File: src/hdl/ldd_pkg.sv
// ldd_pkg: constants for the logical device i/o decoder
package ldd_pkg;
  localparam int          LDD_NUM_DEV      = 12;
  // configuration port locations selected by the power-up strap
  localparam logic [15:0] LDD_CFG_PORT_LOW  = 16'h002E;
  localparam logic [15:0] LDD_CFG_PORT_HIGH = 16'h004E;
  // global configuration register indices
  localparam logic [7:0]  LDD_IDX_LDN      = 8'h07;
  localparam logic [7:0]  LDD_IDX_OSC      = 8'h24;
  localparam logic [7:0]  LDD_IDX_RELOC_A  = 8'h26;
  localparam logic [7:0]  LDD_IDX_RELOC_B  = 8'h27;
  // per logical device register indices
  localparam logic [7:0]  LDD_IDX_ACTIVATE = 8'h30;
  localparam logic [7:0]  LDD_IDX_BASE_HI  = 8'h60;
  localparam logic [7:0]  LDD_IDX_BASE_LO  = 8'h61;
  localparam int          LDD_QUAL_BIT     = 6;
  localparam int          LDD_ACT_BIT      = 0;
  // logical device numbers
  localparam logic [3:0]  LDD_DEV_FLOPPY   = 4'h0;
  localparam logic [3:0]  LDD_DEV_PARALLEL = 4'h3;
  localparam logic [3:0]  LDD_DEV_SERIAL1  = 4'h4;
  localparam logic [3:0]  LDD_DEV_SERIAL2  = 4'h5;
  localparam logic [3:0]  LDD_DEV_KEYBOARD = 4'h7;
  localparam logic [3:0]  LDD_DEV_RUNTIME  = 4'hA;
  localparam logic [3:0]  LDD_DEV_SMBUS    = 4'hB;
  // permitted base ranges
  localparam logic [11:0] LDD_STD_MIN      = 12'h100;
  localparam logic [11:0] LDD_STD_MAX      = 12'hFF8;
  localparam logic [11:0] LDD_PAR_MAX      = 12'hFFC;
  localparam logic [11:0] LDD_RT_MAX       = 12'hF80;
  localparam logic [11:0] LDD_CFG_MAX      = 12'hFFE;
  // fixed keyboard addresses
  localparam logic [11:0] LDD_KBD_DATA     = 12'h060;
  localparam logic [11:0] LDD_KBD_CMD      = 12'h064;
  // parallel port extended register window
  localparam logic [11:0] LDD_PAR_EXT      = 12'h400;
  localparam logic [11:0] LDD_PAR_EXT_LAST = 12'h402;
  localparam logic [11:0] LDD_PAR_SPP_LAST = 12'h002;
  localparam logic [15:0] LDD_RESET_BASE   = 16'h0000;
  localparam logic [7:0]  LDD_RESET_BYTE   = 8'h00;
endpackage

File: src/hdl/ldd_decode.sv
// ldd_decode: host i/o cycle decoder for config port and logical devices
//
// Contract
// - base compare uses address bits 11..0
// - qualification bit set requires A15..A12 zero
// - strap picks config port 0x02E or 0x04E
// - writes to 0x26/0x27 move the config port
// - parallel epp ports need 8-byte alignment; extended registers decode on 4- or 8-byte aligned bases
// - keyboard fixed at 0x60 and 0x64
// - base set through indices 0x60 and 0x61
// - out-of-range base ignores that device's cycles
// - device decodes only while active
`timescale 1ns/1ps
`default_nettype none
module ldd_decode (
  // clock and reset
  input  wire logic                 clk,
  input  wire logic                 reset,
  // straps and power control
  input  wire logic                 power_up_port_strap,
  input  wire logic [ldd_pkg::LDD_NUM_DEV-1:0] pwr_ctl_on,
  // host i/o cycle
  input  wire logic                 io_req,
  input  wire logic                 io_wr,
  input  wire logic [15:0]          io_addr,
  input  wire logic [7:0]           io_wdata,
  // decode result
  output logic                      io_ack,
  output logic                      io_claim,
  output logic                      cfg_sel,
  output logic [ldd_pkg::LDD_NUM_DEV-1:0] dev_sel,
  output logic [11:0]               dev_offset,
  output logic [7:0]                io_rdata,
  output logic [ldd_pkg::LDD_NUM_DEV-1:0] dev_active
);
  import ldd_pkg::*;

  typedef struct packed {
    logic [15:0]                   cfg_port;
    logic [7:0]                    index;
    logic [3:0]                    ldn;
    logic [7:0]                    osc;
    logic [LDD_NUM_DEV-1:0]        act;
    logic [LDD_NUM_DEV-1:0][15:0]  base;
    logic                          ack;
    logic                          claim;
    logic                          cfg;
    logic [LDD_NUM_DEV-1:0]        sel;
    logic [11:0]                   offset;
    logic [7:0]                    rdata;
  } ldd_state_s;

  ldd_state_s st_r;
  ldd_state_s st_nxt;

  // only these devices carry a programmable base
  function automatic logic relocatable(input logic [3:0] d);
    relocatable = (d == LDD_DEV_FLOPPY) || (d == LDD_DEV_PARALLEL) ||
                  (d == LDD_DEV_SERIAL1) || (d == LDD_DEV_SERIAL2) ||
                  (d == LDD_DEV_RUNTIME) || (d == LDD_DEV_SMBUS);
  endfunction

  // base legality per device; upper nibble must be clear
  function automatic logic base_ok(input logic [3:0]  d,
                                   input logic [15:0] b);
    logic [11:0] a;
    a = b[11:0];
    base_ok = 1'b0;
    if (b[15:12] == 4'h0) begin
      case (d)
        LDD_DEV_RUNTIME:
          base_ok = (a <= LDD_RT_MAX) && (a[6:0] == 7'h00);
        LDD_DEV_PARALLEL:
          base_ok = (a >= LDD_STD_MIN) && (a <= LDD_PAR_MAX) &&
                    (a[1:0] == 2'b00);
        default:
          base_ok = relocatable(d) && (a >= LDD_STD_MIN) &&
                    (a <= LDD_STD_MAX) && (a[2:0] == 3'b000);
      endcase
    end
  endfunction

  logic [11:0] a12;
  logic        qual_ok;
  logic [11:0] diff;
  logic        hit;
  logic [3:0]  di;

  always_comb begin
    st_nxt       = st_r;
    st_nxt.ack   = io_req;
    st_nxt.claim = 1'b0;
    st_nxt.cfg   = 1'b0;
    st_nxt.sel   = '0;
    st_nxt.offset = 12'h000;
    st_nxt.rdata = LDD_RESET_BYTE;
    a12     = io_addr[11:0];
    qual_ok = !st_r.osc[LDD_QUAL_BIT] || (io_addr[15:12] == 4'h0);
    diff    = 12'h000;
    hit     = 1'b0;
    di      = 4'h0;
    for (int i = 0; i < LDD_NUM_DEV; i++) begin
      di   = 4'(i);
      diff = a12 - st_r.base[i][11:0];
      hit  = 1'b0;
      if (di == LDD_DEV_KEYBOARD) begin
        hit = (a12 == LDD_KBD_DATA) || (a12 == LDD_KBD_CMD);
        diff = a12 - LDD_KBD_DATA;
      end else if (base_ok(di, st_r.base[i])) begin
        case (di)
          LDD_DEV_RUNTIME:
            hit = (diff[11:7] == 5'h00);
          LDD_DEV_PARALLEL:
            // epp ports only exist on an 8-byte aligned base
            if (st_r.base[i][2] == 1'b0) begin
              hit = (diff[11:3] == 9'h000) ||
                    ((diff >= LDD_PAR_EXT) && (diff <= LDD_PAR_EXT_LAST));
            end else begin
              hit = (diff <= LDD_PAR_SPP_LAST) ||
                    ((diff >= LDD_PAR_EXT) &&
                     (diff <= LDD_PAR_EXT_LAST));
            end
          default:
            hit = (diff[11:3] == 9'h000);
        endcase
      end
      // lowest device number wins if two windows overlap
      if (io_req && qual_ok && st_r.act[i] && hit && !st_nxt.claim &&
          !st_nxt.cfg) begin
        st_nxt.claim  = 1'b1;
        st_nxt.sel[i] = 1'b1;
        st_nxt.offset = diff;
      end
    end

    // config port takes priority over any device window
    if (io_req && qual_ok &&
        (a12[11:1] == st_r.cfg_port[11:1])) begin
      st_nxt.claim  = 1'b1;
      st_nxt.cfg    = 1'b1;
      st_nxt.sel    = '0;
      st_nxt.offset = {11'h000, a12[0]};
      if (a12[0] == 1'b0) begin
        if (io_wr) begin
          st_nxt.index = io_wdata;
        end else begin
          st_nxt.rdata = st_r.index;
        end
      end else if (io_wr) begin
        case (st_r.index)
          LDD_IDX_LDN:     st_nxt.ldn = io_wdata[3:0];
          LDD_IDX_OSC:     st_nxt.osc = io_wdata;
          LDD_IDX_RELOC_A: st_nxt.cfg_port[7:0] = io_wdata;
          LDD_IDX_RELOC_B: st_nxt.cfg_port[15:8] = io_wdata;
          LDD_IDX_ACTIVATE:
            if (st_r.ldn < 4'(LDD_NUM_DEV)) begin
              st_nxt.act[st_r.ldn] = io_wdata[LDD_ACT_BIT];
            end
          LDD_IDX_BASE_HI:
            if (relocatable(st_r.ldn)) begin
              st_nxt.base[st_r.ldn][15:8] = io_wdata;
            end
          LDD_IDX_BASE_LO:
            if (relocatable(st_r.ldn)) begin
              st_nxt.base[st_r.ldn][7:0] = io_wdata;
            end
          default: ;
        endcase
      end else begin
        case (st_r.index)
          LDD_IDX_LDN:     st_nxt.rdata = {4'h0, st_r.ldn};
          LDD_IDX_OSC:     st_nxt.rdata = st_r.osc;
          LDD_IDX_RELOC_A: st_nxt.rdata = st_r.cfg_port[7:0];
          LDD_IDX_RELOC_B: st_nxt.rdata = st_r.cfg_port[15:8];
          LDD_IDX_ACTIVATE:
            if (st_r.ldn < 4'(LDD_NUM_DEV)) begin
              st_nxt.rdata = {7'h00, st_r.act[st_r.ldn] |
                              pwr_ctl_on[st_r.ldn]};
            end
          LDD_IDX_BASE_HI:
            if (relocatable(st_r.ldn)) begin
              st_nxt.rdata = st_r.base[st_r.ldn][15:8];
            end
          LDD_IDX_BASE_LO:
            if (relocatable(st_r.ldn)) begin
              st_nxt.rdata = st_r.base[st_r.ldn][7:0];
            end
          default: ;
        endcase
      end
    end

    // activate and power control are linked: either turns a device on
    // folding pwr_ctl_on into act keeps a device on after the pin drops
    st_nxt.act = st_nxt.act | pwr_ctl_on;
  end

  always_ff @(posedge clk) begin
    if (reset) begin
      st_r          <= '0;
      st_r.cfg_port <= power_up_port_strap ? LDD_CFG_PORT_HIGH
                                           : LDD_CFG_PORT_LOW;
      st_r.base     <= {LDD_NUM_DEV{LDD_RESET_BASE}};
      st_r.rdata    <= LDD_RESET_BYTE;
    end else begin
      st_r <= st_nxt;
    end
  end

  always_comb begin
    io_ack     = st_r.ack;
    io_claim   = st_r.claim;
    cfg_sel    = st_r.cfg;
    dev_sel    = st_r.sel;
    dev_offset = st_r.offset;
    io_rdata   = st_r.rdata;
    dev_active = st_r.act;
  end
endmodule
`default_nettype wire

File: config.mk
export PLATFORM = sky130hd
export DESIGN_NAME = ldd_decode
export DESIGN_NICKNAME = d
export VERILOG_FILES = /design/src/hdl/ldd_pkg.sv /design/src/hdl/ldd_decode.sv
export SDC_FILE = /design/constraint.sdc
export NUM_CORES = 1
export LEC_CHECK = 0
export CAP_MARGIN = 20
export CORE_ASPECT_RATIO = 1.5
export CORE_MARGIN = 1.5
export CORE_UTILIZATION = 55
export DETAILED_ROUTE_END_ITERATION = 12
export DONT_BUFFER_PORTS = 1
export GPL_TIMING_DRIVEN = 0
export PLACE_DENSITY = 0.78
export SYNTH_ARGS = -nofsm -noshare
export SYNTH_HDL_FRONTEND = slang
export SYNTH_SLANG_ARGS = --single-unit
File: constraint.sdc
create_clock -name clk -period 4.3 [get_ports clk]
set_input_delay 0.215 -clock clk [delete_from_list [all_inputs] [get_ports clk]]
set_output_delay 0.215 -clock clk [all_outputs]
set_load 0.02 [all_outputs]
==> impl_metrics.py, run 1 <==
metrics = {
    "cells_and_area": {
        "final_layout_size_suffix_gt1_frac": 0.0913,
        "final_common_cell": "nand2_1",
        "instances_no_fill": 2373,
        "most-common-layout-cells": "nand2_1 (311), dfxtp_1 (254), a21oi_1 (165)",
        "fin_util": 0.617,
        "syn2layout_area_growth_pct": 10.3,
        "final_nets": 2079,
        "antenna_cells": 0,
    },
    "power": {
        "swShare": 0.258,
        "peakVddDrop_uv": 363,
        "pwr-share-clk": 0.439,
        "p_seq_frac": 0.455,
        "power_mw": 5.62,
        "switchingPower_mw": 1.45,
        "p_leak_nw": 6.47,
        "intPower_mw": 4.17,
        "powerDensity_nw_per_um2": 316,
        "p_comb_frac": 0.106,
    },
    "timing": {
        "grt_setup_unrepaired": "false",
        "fmaxAchievable_mhz": 246,
        "worst_pin_slew_ns": 1.11,
        "slew_headroom": 0.258,
        "min_period_over_period": 0.946,
        "final_max_slew_viol_count": 0,
        "fin_skew_ns": 0.0173,
        "period_needed_ns": 4.07,
        "hold_violations": 0,
        "setup_viol": 0,
        "setup_slack_ns": 0.232,
    },
    "job": {
        "maxCapViolations": 0,
    },
    "synthesis": {
        "synthFlopType": "dfxtp_1",
        "postSynthAreaPerCell_um2": 8.46,
        "synth-warning-count": 0,
        "synth_edf_count": 16,
        "synth.top_cell.area_share": 0.315,
        "syn_area_um2": 16100,
        "seq_area_frac_synth": 0.345,
        "synthTopCellsByArea": "dfxtp_1 (32%), nand2_1 (7.2%), mux4_2 (6.7%)",
        "synthDistinctLibCells": 95,
        "async_flop_share": 0,
        "ys_seq_elements": 270,
        "yosys.area.top_type": "dfxtp_1",
        "syn_inst": 1906,
    },
    "setup_path": {
        "critPathKind": "register to register",
        "startpoint_type": "register",
        "cp.arrival_ns": 4.48,
        "r2r-end": "dev_offset[2]",
        "cp_data_required_time_ns": 4.72,
        "crit_fanout": 5,
        "worstRegToRegCells": 11,
        "end_kind": "register",
        "r2r_slack_ns": 0.23,
    },
    "routing": {
        "ant_nets": 0,
        "dr_total_vias": 15300,
        "drtIter0Drc": 1592,
        "wirelength_um": 59000,
        "vias_per_cell": 6.44,
        "firstDrtPassIters": 6,
        "drc": 0,
        "wl_per_cell_um": 24.9,
    },
    "min_path": {
        "hold_class": "input pin to register",
        "worstHoldPathCells": 3,
        "min_from": "io_addr[4]",
        "holdPathEnd": "dev_offset[4]",
    },
    "die": {
        "start_util": 0.560,
        "ios": 88,
        "rows": 76,
        "die_x_um": 143,
        "coreArea_um2": 28800,
        "die_h_um": 213,
        "die-area_um2": 30400,
    },
    "clock_network": {
        "cts_setup_buffers": 0,
        "cts_buffers": 26,
        "clock_sinks": 270,
        "path_clk_slew_ns": 0.07,
        "clock_path_buffers": 3,
        "clock_latency_ns": 0.57,
        "h-tree-depth": 1,
        "root_buffer": "clkbuf_16",
        "tritoncts": "built",
    },
    "global_route": {
        "grt_pass1_vias": 14500,
        "grt_use_total": 0.388,
        "grt_pass1_wl_um": 87000,
        "grt_max_degree": 16,
        "antenna_found_initial": 1,
        "grt-ovfl-total": 0,
    },
    "placement": {
        "place_congestion": 1.02,
        "port_buffers": 0,
        "placedCellCount": 2302,
        "dp_hpwl_um": 43500,
        "place_ws_ns": -0.762,
    },
    "run_status": {
        "outcome": "complete, no violations",
    },
}
Yosys cell counts (all sizes together) (17+ instances only):
master  instances
a21oi         165
dfxtp         254
nor2b         122
xnor2          17
o21ai          64
nor2          111
nand4          23
nand2         311
nor3           29
ha             67
clkbuf         67
nand2b         18
and2           27
mux4           48
mux2i          51
inv           109
nor4           34
nand3          27
buf            60
per-stage QoR:
| stage | setup TNS, ns | hold slack (ns) | area (um^2) |
|---|---|---|---|
| final | 0 | 0.00468 | 17800 |
| after global routing | 0 | 0.0511 | 17800 |
| after CTS | 0 | 0.00733 | 17800 |
| after detailed placement | -3.28 | 0.348 | 16600 |
| after global placement | -3.04 | 0.343 | 16600 |
| after floorplan | 0 | 0.335 | 16100 |
cells by family (layout without fill, tap and decap cells):
| logic type | Yosys count | count (layout) | share of synthesized area |
|---|---|---|---|
| adders and majority gates | 73 | 73 | 0.0594 |
| buffers and inverters | 238 | 310 | 0.0668 |
| and+or+nand+nor | 794 | 794 | 0.249 |
| xor gates and xnor gates | 33 | 33 | 0.0184 |
| AOI/OAI and AO/OA | 390 | 390 | 0.156 |
| DFF | 270 | 270 | 0.345 |
| muxes | 107 | 107 | 0.105 |
| other | 1 | 6 | 0.000233 |
per-layer routing:
| metal | wire [um] | global-route usage |
|---|---|---|
| met1 | 20700 | 0.445 |
| met2 | 27200 | 0.628 |
| met3 | 5200 | 0.0626 |
| met4 | 5950 | 0.332 |
| met5 | 0 | 0 |
critical path, cell delays in order, from the launching register on:
cell and delay [ns]:
dfxtp_1 0.41, ha_1 0.28, fa_1 0.46, nor2b_1 0.25, o2111ai_1 0.21, and2_1 0.28
o221ai_1 0.25, nor4b_1 0.50, nand2_1 0.32, mux2i_1 0.26, a221oi_1 0.57, a31oi_1 0.14
worst max-delay path by stage:
stage / start / to / slack (ns) / cells past startpoint
2_1_floorplan: io_addr[0] / dev_offset[0] / 0.79 / 13
3_3_place_gp: io_addr[0] / dev_offset[2] / -0.74 / 13
3_5_place_dp: io_addr[0] / dev_offset[2] / -0.76 / 13
4_1_cts: io_addr[0] / dev_offset[2] / 0.19 / 13
5_1_grt: register / dev_offset[2] / 0.09 / 11
6_report: register / dev_offset[2] / 0.23 / 11
layout make-up:
cell class | count | area [um^2]
Clock buffer | 34 | 722
Tap cell | 390 | 488
Timing Repair Buffer | 26 | 250
Multi-Input combinational cell | 1403 | 9500
Clock inverter | 12 | 175
Sequential cell | 270 | 5570
Fill cell | 2528 | 11000
Buffer | 127 | 661
Inverter | 111 | 419
power groups by stage:
stage,sequential (mW),combinational [mW],clock (mW)
6_report,2.56,0.594,2.47
2_1_floorplan,2.61,0.400,0
5_1_grt,2.56,0.634,2.55
4_1_cts,2.56,0.574,2.47
3_3_place_gp,2.61,0.538,0
3_5_place_dp,2.61,0.543,0
timing repair:
action | CTS | global route
hold endpoints to repair | 67 | 0
cloned | 0 | 0
hold buffers | 24 | 0
gates resized for setup | 1 | 1
setup endpoints to repair | 2 | 1
Power figures use the tool's default switching activity.
==> run 2, diff against run 1 <==
- MAX_ROUTING_LAYER: not set -> met4
==> impl_metrics.py, run 2 (synthesized netlist as in run 1, its figures left out) <==
metrics = {
    "timing": {
        "period_needed_ns": 4.12,
        "worst_pin_slew_ns": 1.17,
        "hold_violations": 0,
        "min_period_over_period": 0.958,
        "fin_skew_ns": 0.0284,
        "grt_setup_unrepaired": "false",
        "fmaxAchievable_mhz": 243,
        "setup_viol": 0,
        "slew_headroom": 0.218,
        "final_max_slew_viol_count": 0,
    },
    "min_path": {
        "hold_class": "input pin to register",
        "worstHoldPathCells": 3,
        "holdPathEnd": "dev_offset[4]",
        "min_from": "io_addr[4]",
    },
    "routing": {
        "wirelength_um": 59700,
        "wl_per_cell_um": 25.1,
        "ant_nets": 0,
        "met1_length_um": 20600,
        "routed.top_layer": "met4",
        "drc": 0,
        "dr_wl_met2_um": 28200,
        "dr_total_vias": 15400,
        "firstDrtPassIters": 6,
        "vias_per_cell": 6.47,
        "drtIter0Drc": 1690,
        "met3_length_um": 4980,
    },
    "global_route": {
        "grt_pass1_vias": 14900,
        "grt_use_total": 0.406,
        "grt-ovfl-total": 0,
        "grt_pass1_wl_um": 88500,
        "antenna_found_initial": 2,
        "grt_max_degree": 17,
    },
    "cells_and_area": {
        "most-common-layout-cells": "nand2_1 (311), dfxtp_1 (254), a21oi_1 (165)",
        "final_common_cell": "nand2_1",
        "nFillCells": 2499,
        "syn2layout_area_growth_pct": 10.2,
        "multi_input_area_um2": 9500,
        "final_layout_size_suffix_gt1_frac": 0.0928,
        "stdcell_area_um2": 17800,
        "regArea_um2": 5570,
        "final_nets": 2078,
        "fin_util": 0.617,
    },
    "setup_path": {
        "slowest_delay_ns": 0.64,
        "critPathSlowestCell": "a221oi_1",
        "startpoint_type": "register",
        "end_kind": "register",
        "critPathKind": "register to register",
        "r2r_slack_ns": 0.18,
        "cp.arrival_ns": 4.51,
        "r2r-end": "dev_offset[2]",
        "cp_cell_sequence": "ha_1 -> fa_1 -> nor2b_1 -> o2111ai_1 -> and2_1 -> o221ai_1 -> nor4b_1 -> nand2_1 -> mux2i_1 -> a221oi_1 -> a31oi_1",
        "cp_data_required_time_ns": 4.69,
        "worstRegToRegCells": 11,
        "crit_fanout": 5,
    },
    "clock_network": {
        "root_buffer": "clkbuf_16",
        "h-tree-depth": 1,
        "cts_setup_buffers": 0,
        "cts_buffers": 26,
        "clock_latency_ns": 0.56,
        "clock_path_buffers": 3,
        "path_clk_slew_ns": 0.07,
        "tritoncts": "built",
        "clock_sinks": 270,
    },
    "die": {
        "rows": 76,
        "die-area_um2": 30400,
        "start_util": 0.560,
        "coreArea_um2": 28800,
        "die_h_um": 213,
        "ios": 88,
        "die_x_um": 143,
    },
    "placement": {
        "place_congestion": 1.04,
        "dp_hpwl_um": 44100,
        "port_buffers": 0,
        "placed_cell_area_um2": 16600,
    },
    "power": {
        "peakVddDrop_uv": 339,
        "p_leak_nw": 6.47,
        "powerDensity_nw_per_um2": 312,
    },
    "run_status": {
        "outcome": "complete, no violations",
    },
    "job": {
        "maxCapViolations": 0,
    },
}
run 2: changes by cell type in the layout (fill, tap and decap cells not counted), sizes merged:
cell	delta
buf	-1
bufinv	-2
inv	+2
clkinv	+2
clkbuf	-1
diode	+2
run 2: timing repair:
| item | in CTS | in global routing |
|---|---|---|
| hold buffers | 24 | 0 |
| setup endpoints to repair | 2 | 2 |
| gates resized for setup | 1 | 2 |
| endpoints found under the hold margin | 68 | 0 |
run 2: cell type report:
cell class	instances	area share
antenna	2	0.000282
buffer	127	0.0372
clock buffer	33	0.0416
clock inverter	14	0.00803
inverter	111	0.0236
multi-input combinational	1403	0.535
sequential	270	0.313
tap	390	0.0275
timing repair buffer	25	0.0138
run 2: critical path: cells and delay by family, from the launching register on:
family	cells	cell delay, ns
adder cells (fa/ha/maj)	2	0.73
flip-flops	1	0.40
multiplexers	1	0.27
AO/OA/AOI/OAI	4	1.25
AND/OR/NAND/NOR	4	1.30
run 2: layer usage:
metal | up-vias | global-route usage
li1 | 6847 | -
met1 | 7329 | 0.435
met2 | 885 | 0.661
met3 | 309 | 0.0621
met4 | 0 | 0.339
met5 | - | -
run 2: how the worst max path moves through the flow:
stage	slack, ns	from	end
final	0.18	register	dev_offset[2]
after global routing	0.004	register	dev_offset[2]
after CTS	0.14	io_addr[0]	dev_offset[2]
after detailed placement	-0.78	io_addr[0]	dev_offset[2]
after global placement	-0.74	io_addr[0]	dev_offset[2]
after floorplan	0.79	io_addr[0]	dev_offset[0]
run 2: per-stage QoR:
step	hold slack [ns]	std cells	total power [mW]	TNS, ns	worst slack, ns
after floorplan	0.335	1911	3.01	0	0.788
after global placement	0.344	2301	3.15	-2.78	-0.741
after detailed placement	0.352	2301	3.16	-3.48	-0.781
after CTS	0.0148	2372	5.52	0	0.142
after global routing	0.0411	2375	5.68	0	0.00427
final	0.0106	2375	5.55	0	0.180
run 2: power by group:
group	leakage, nW	internal, mW	switching (mW)
sequential	2.21	2.54	0.0190
clock	0.431	1.34	1.05
combinational	3.83	0.208	0.388
total	6.47	4.09	1.45
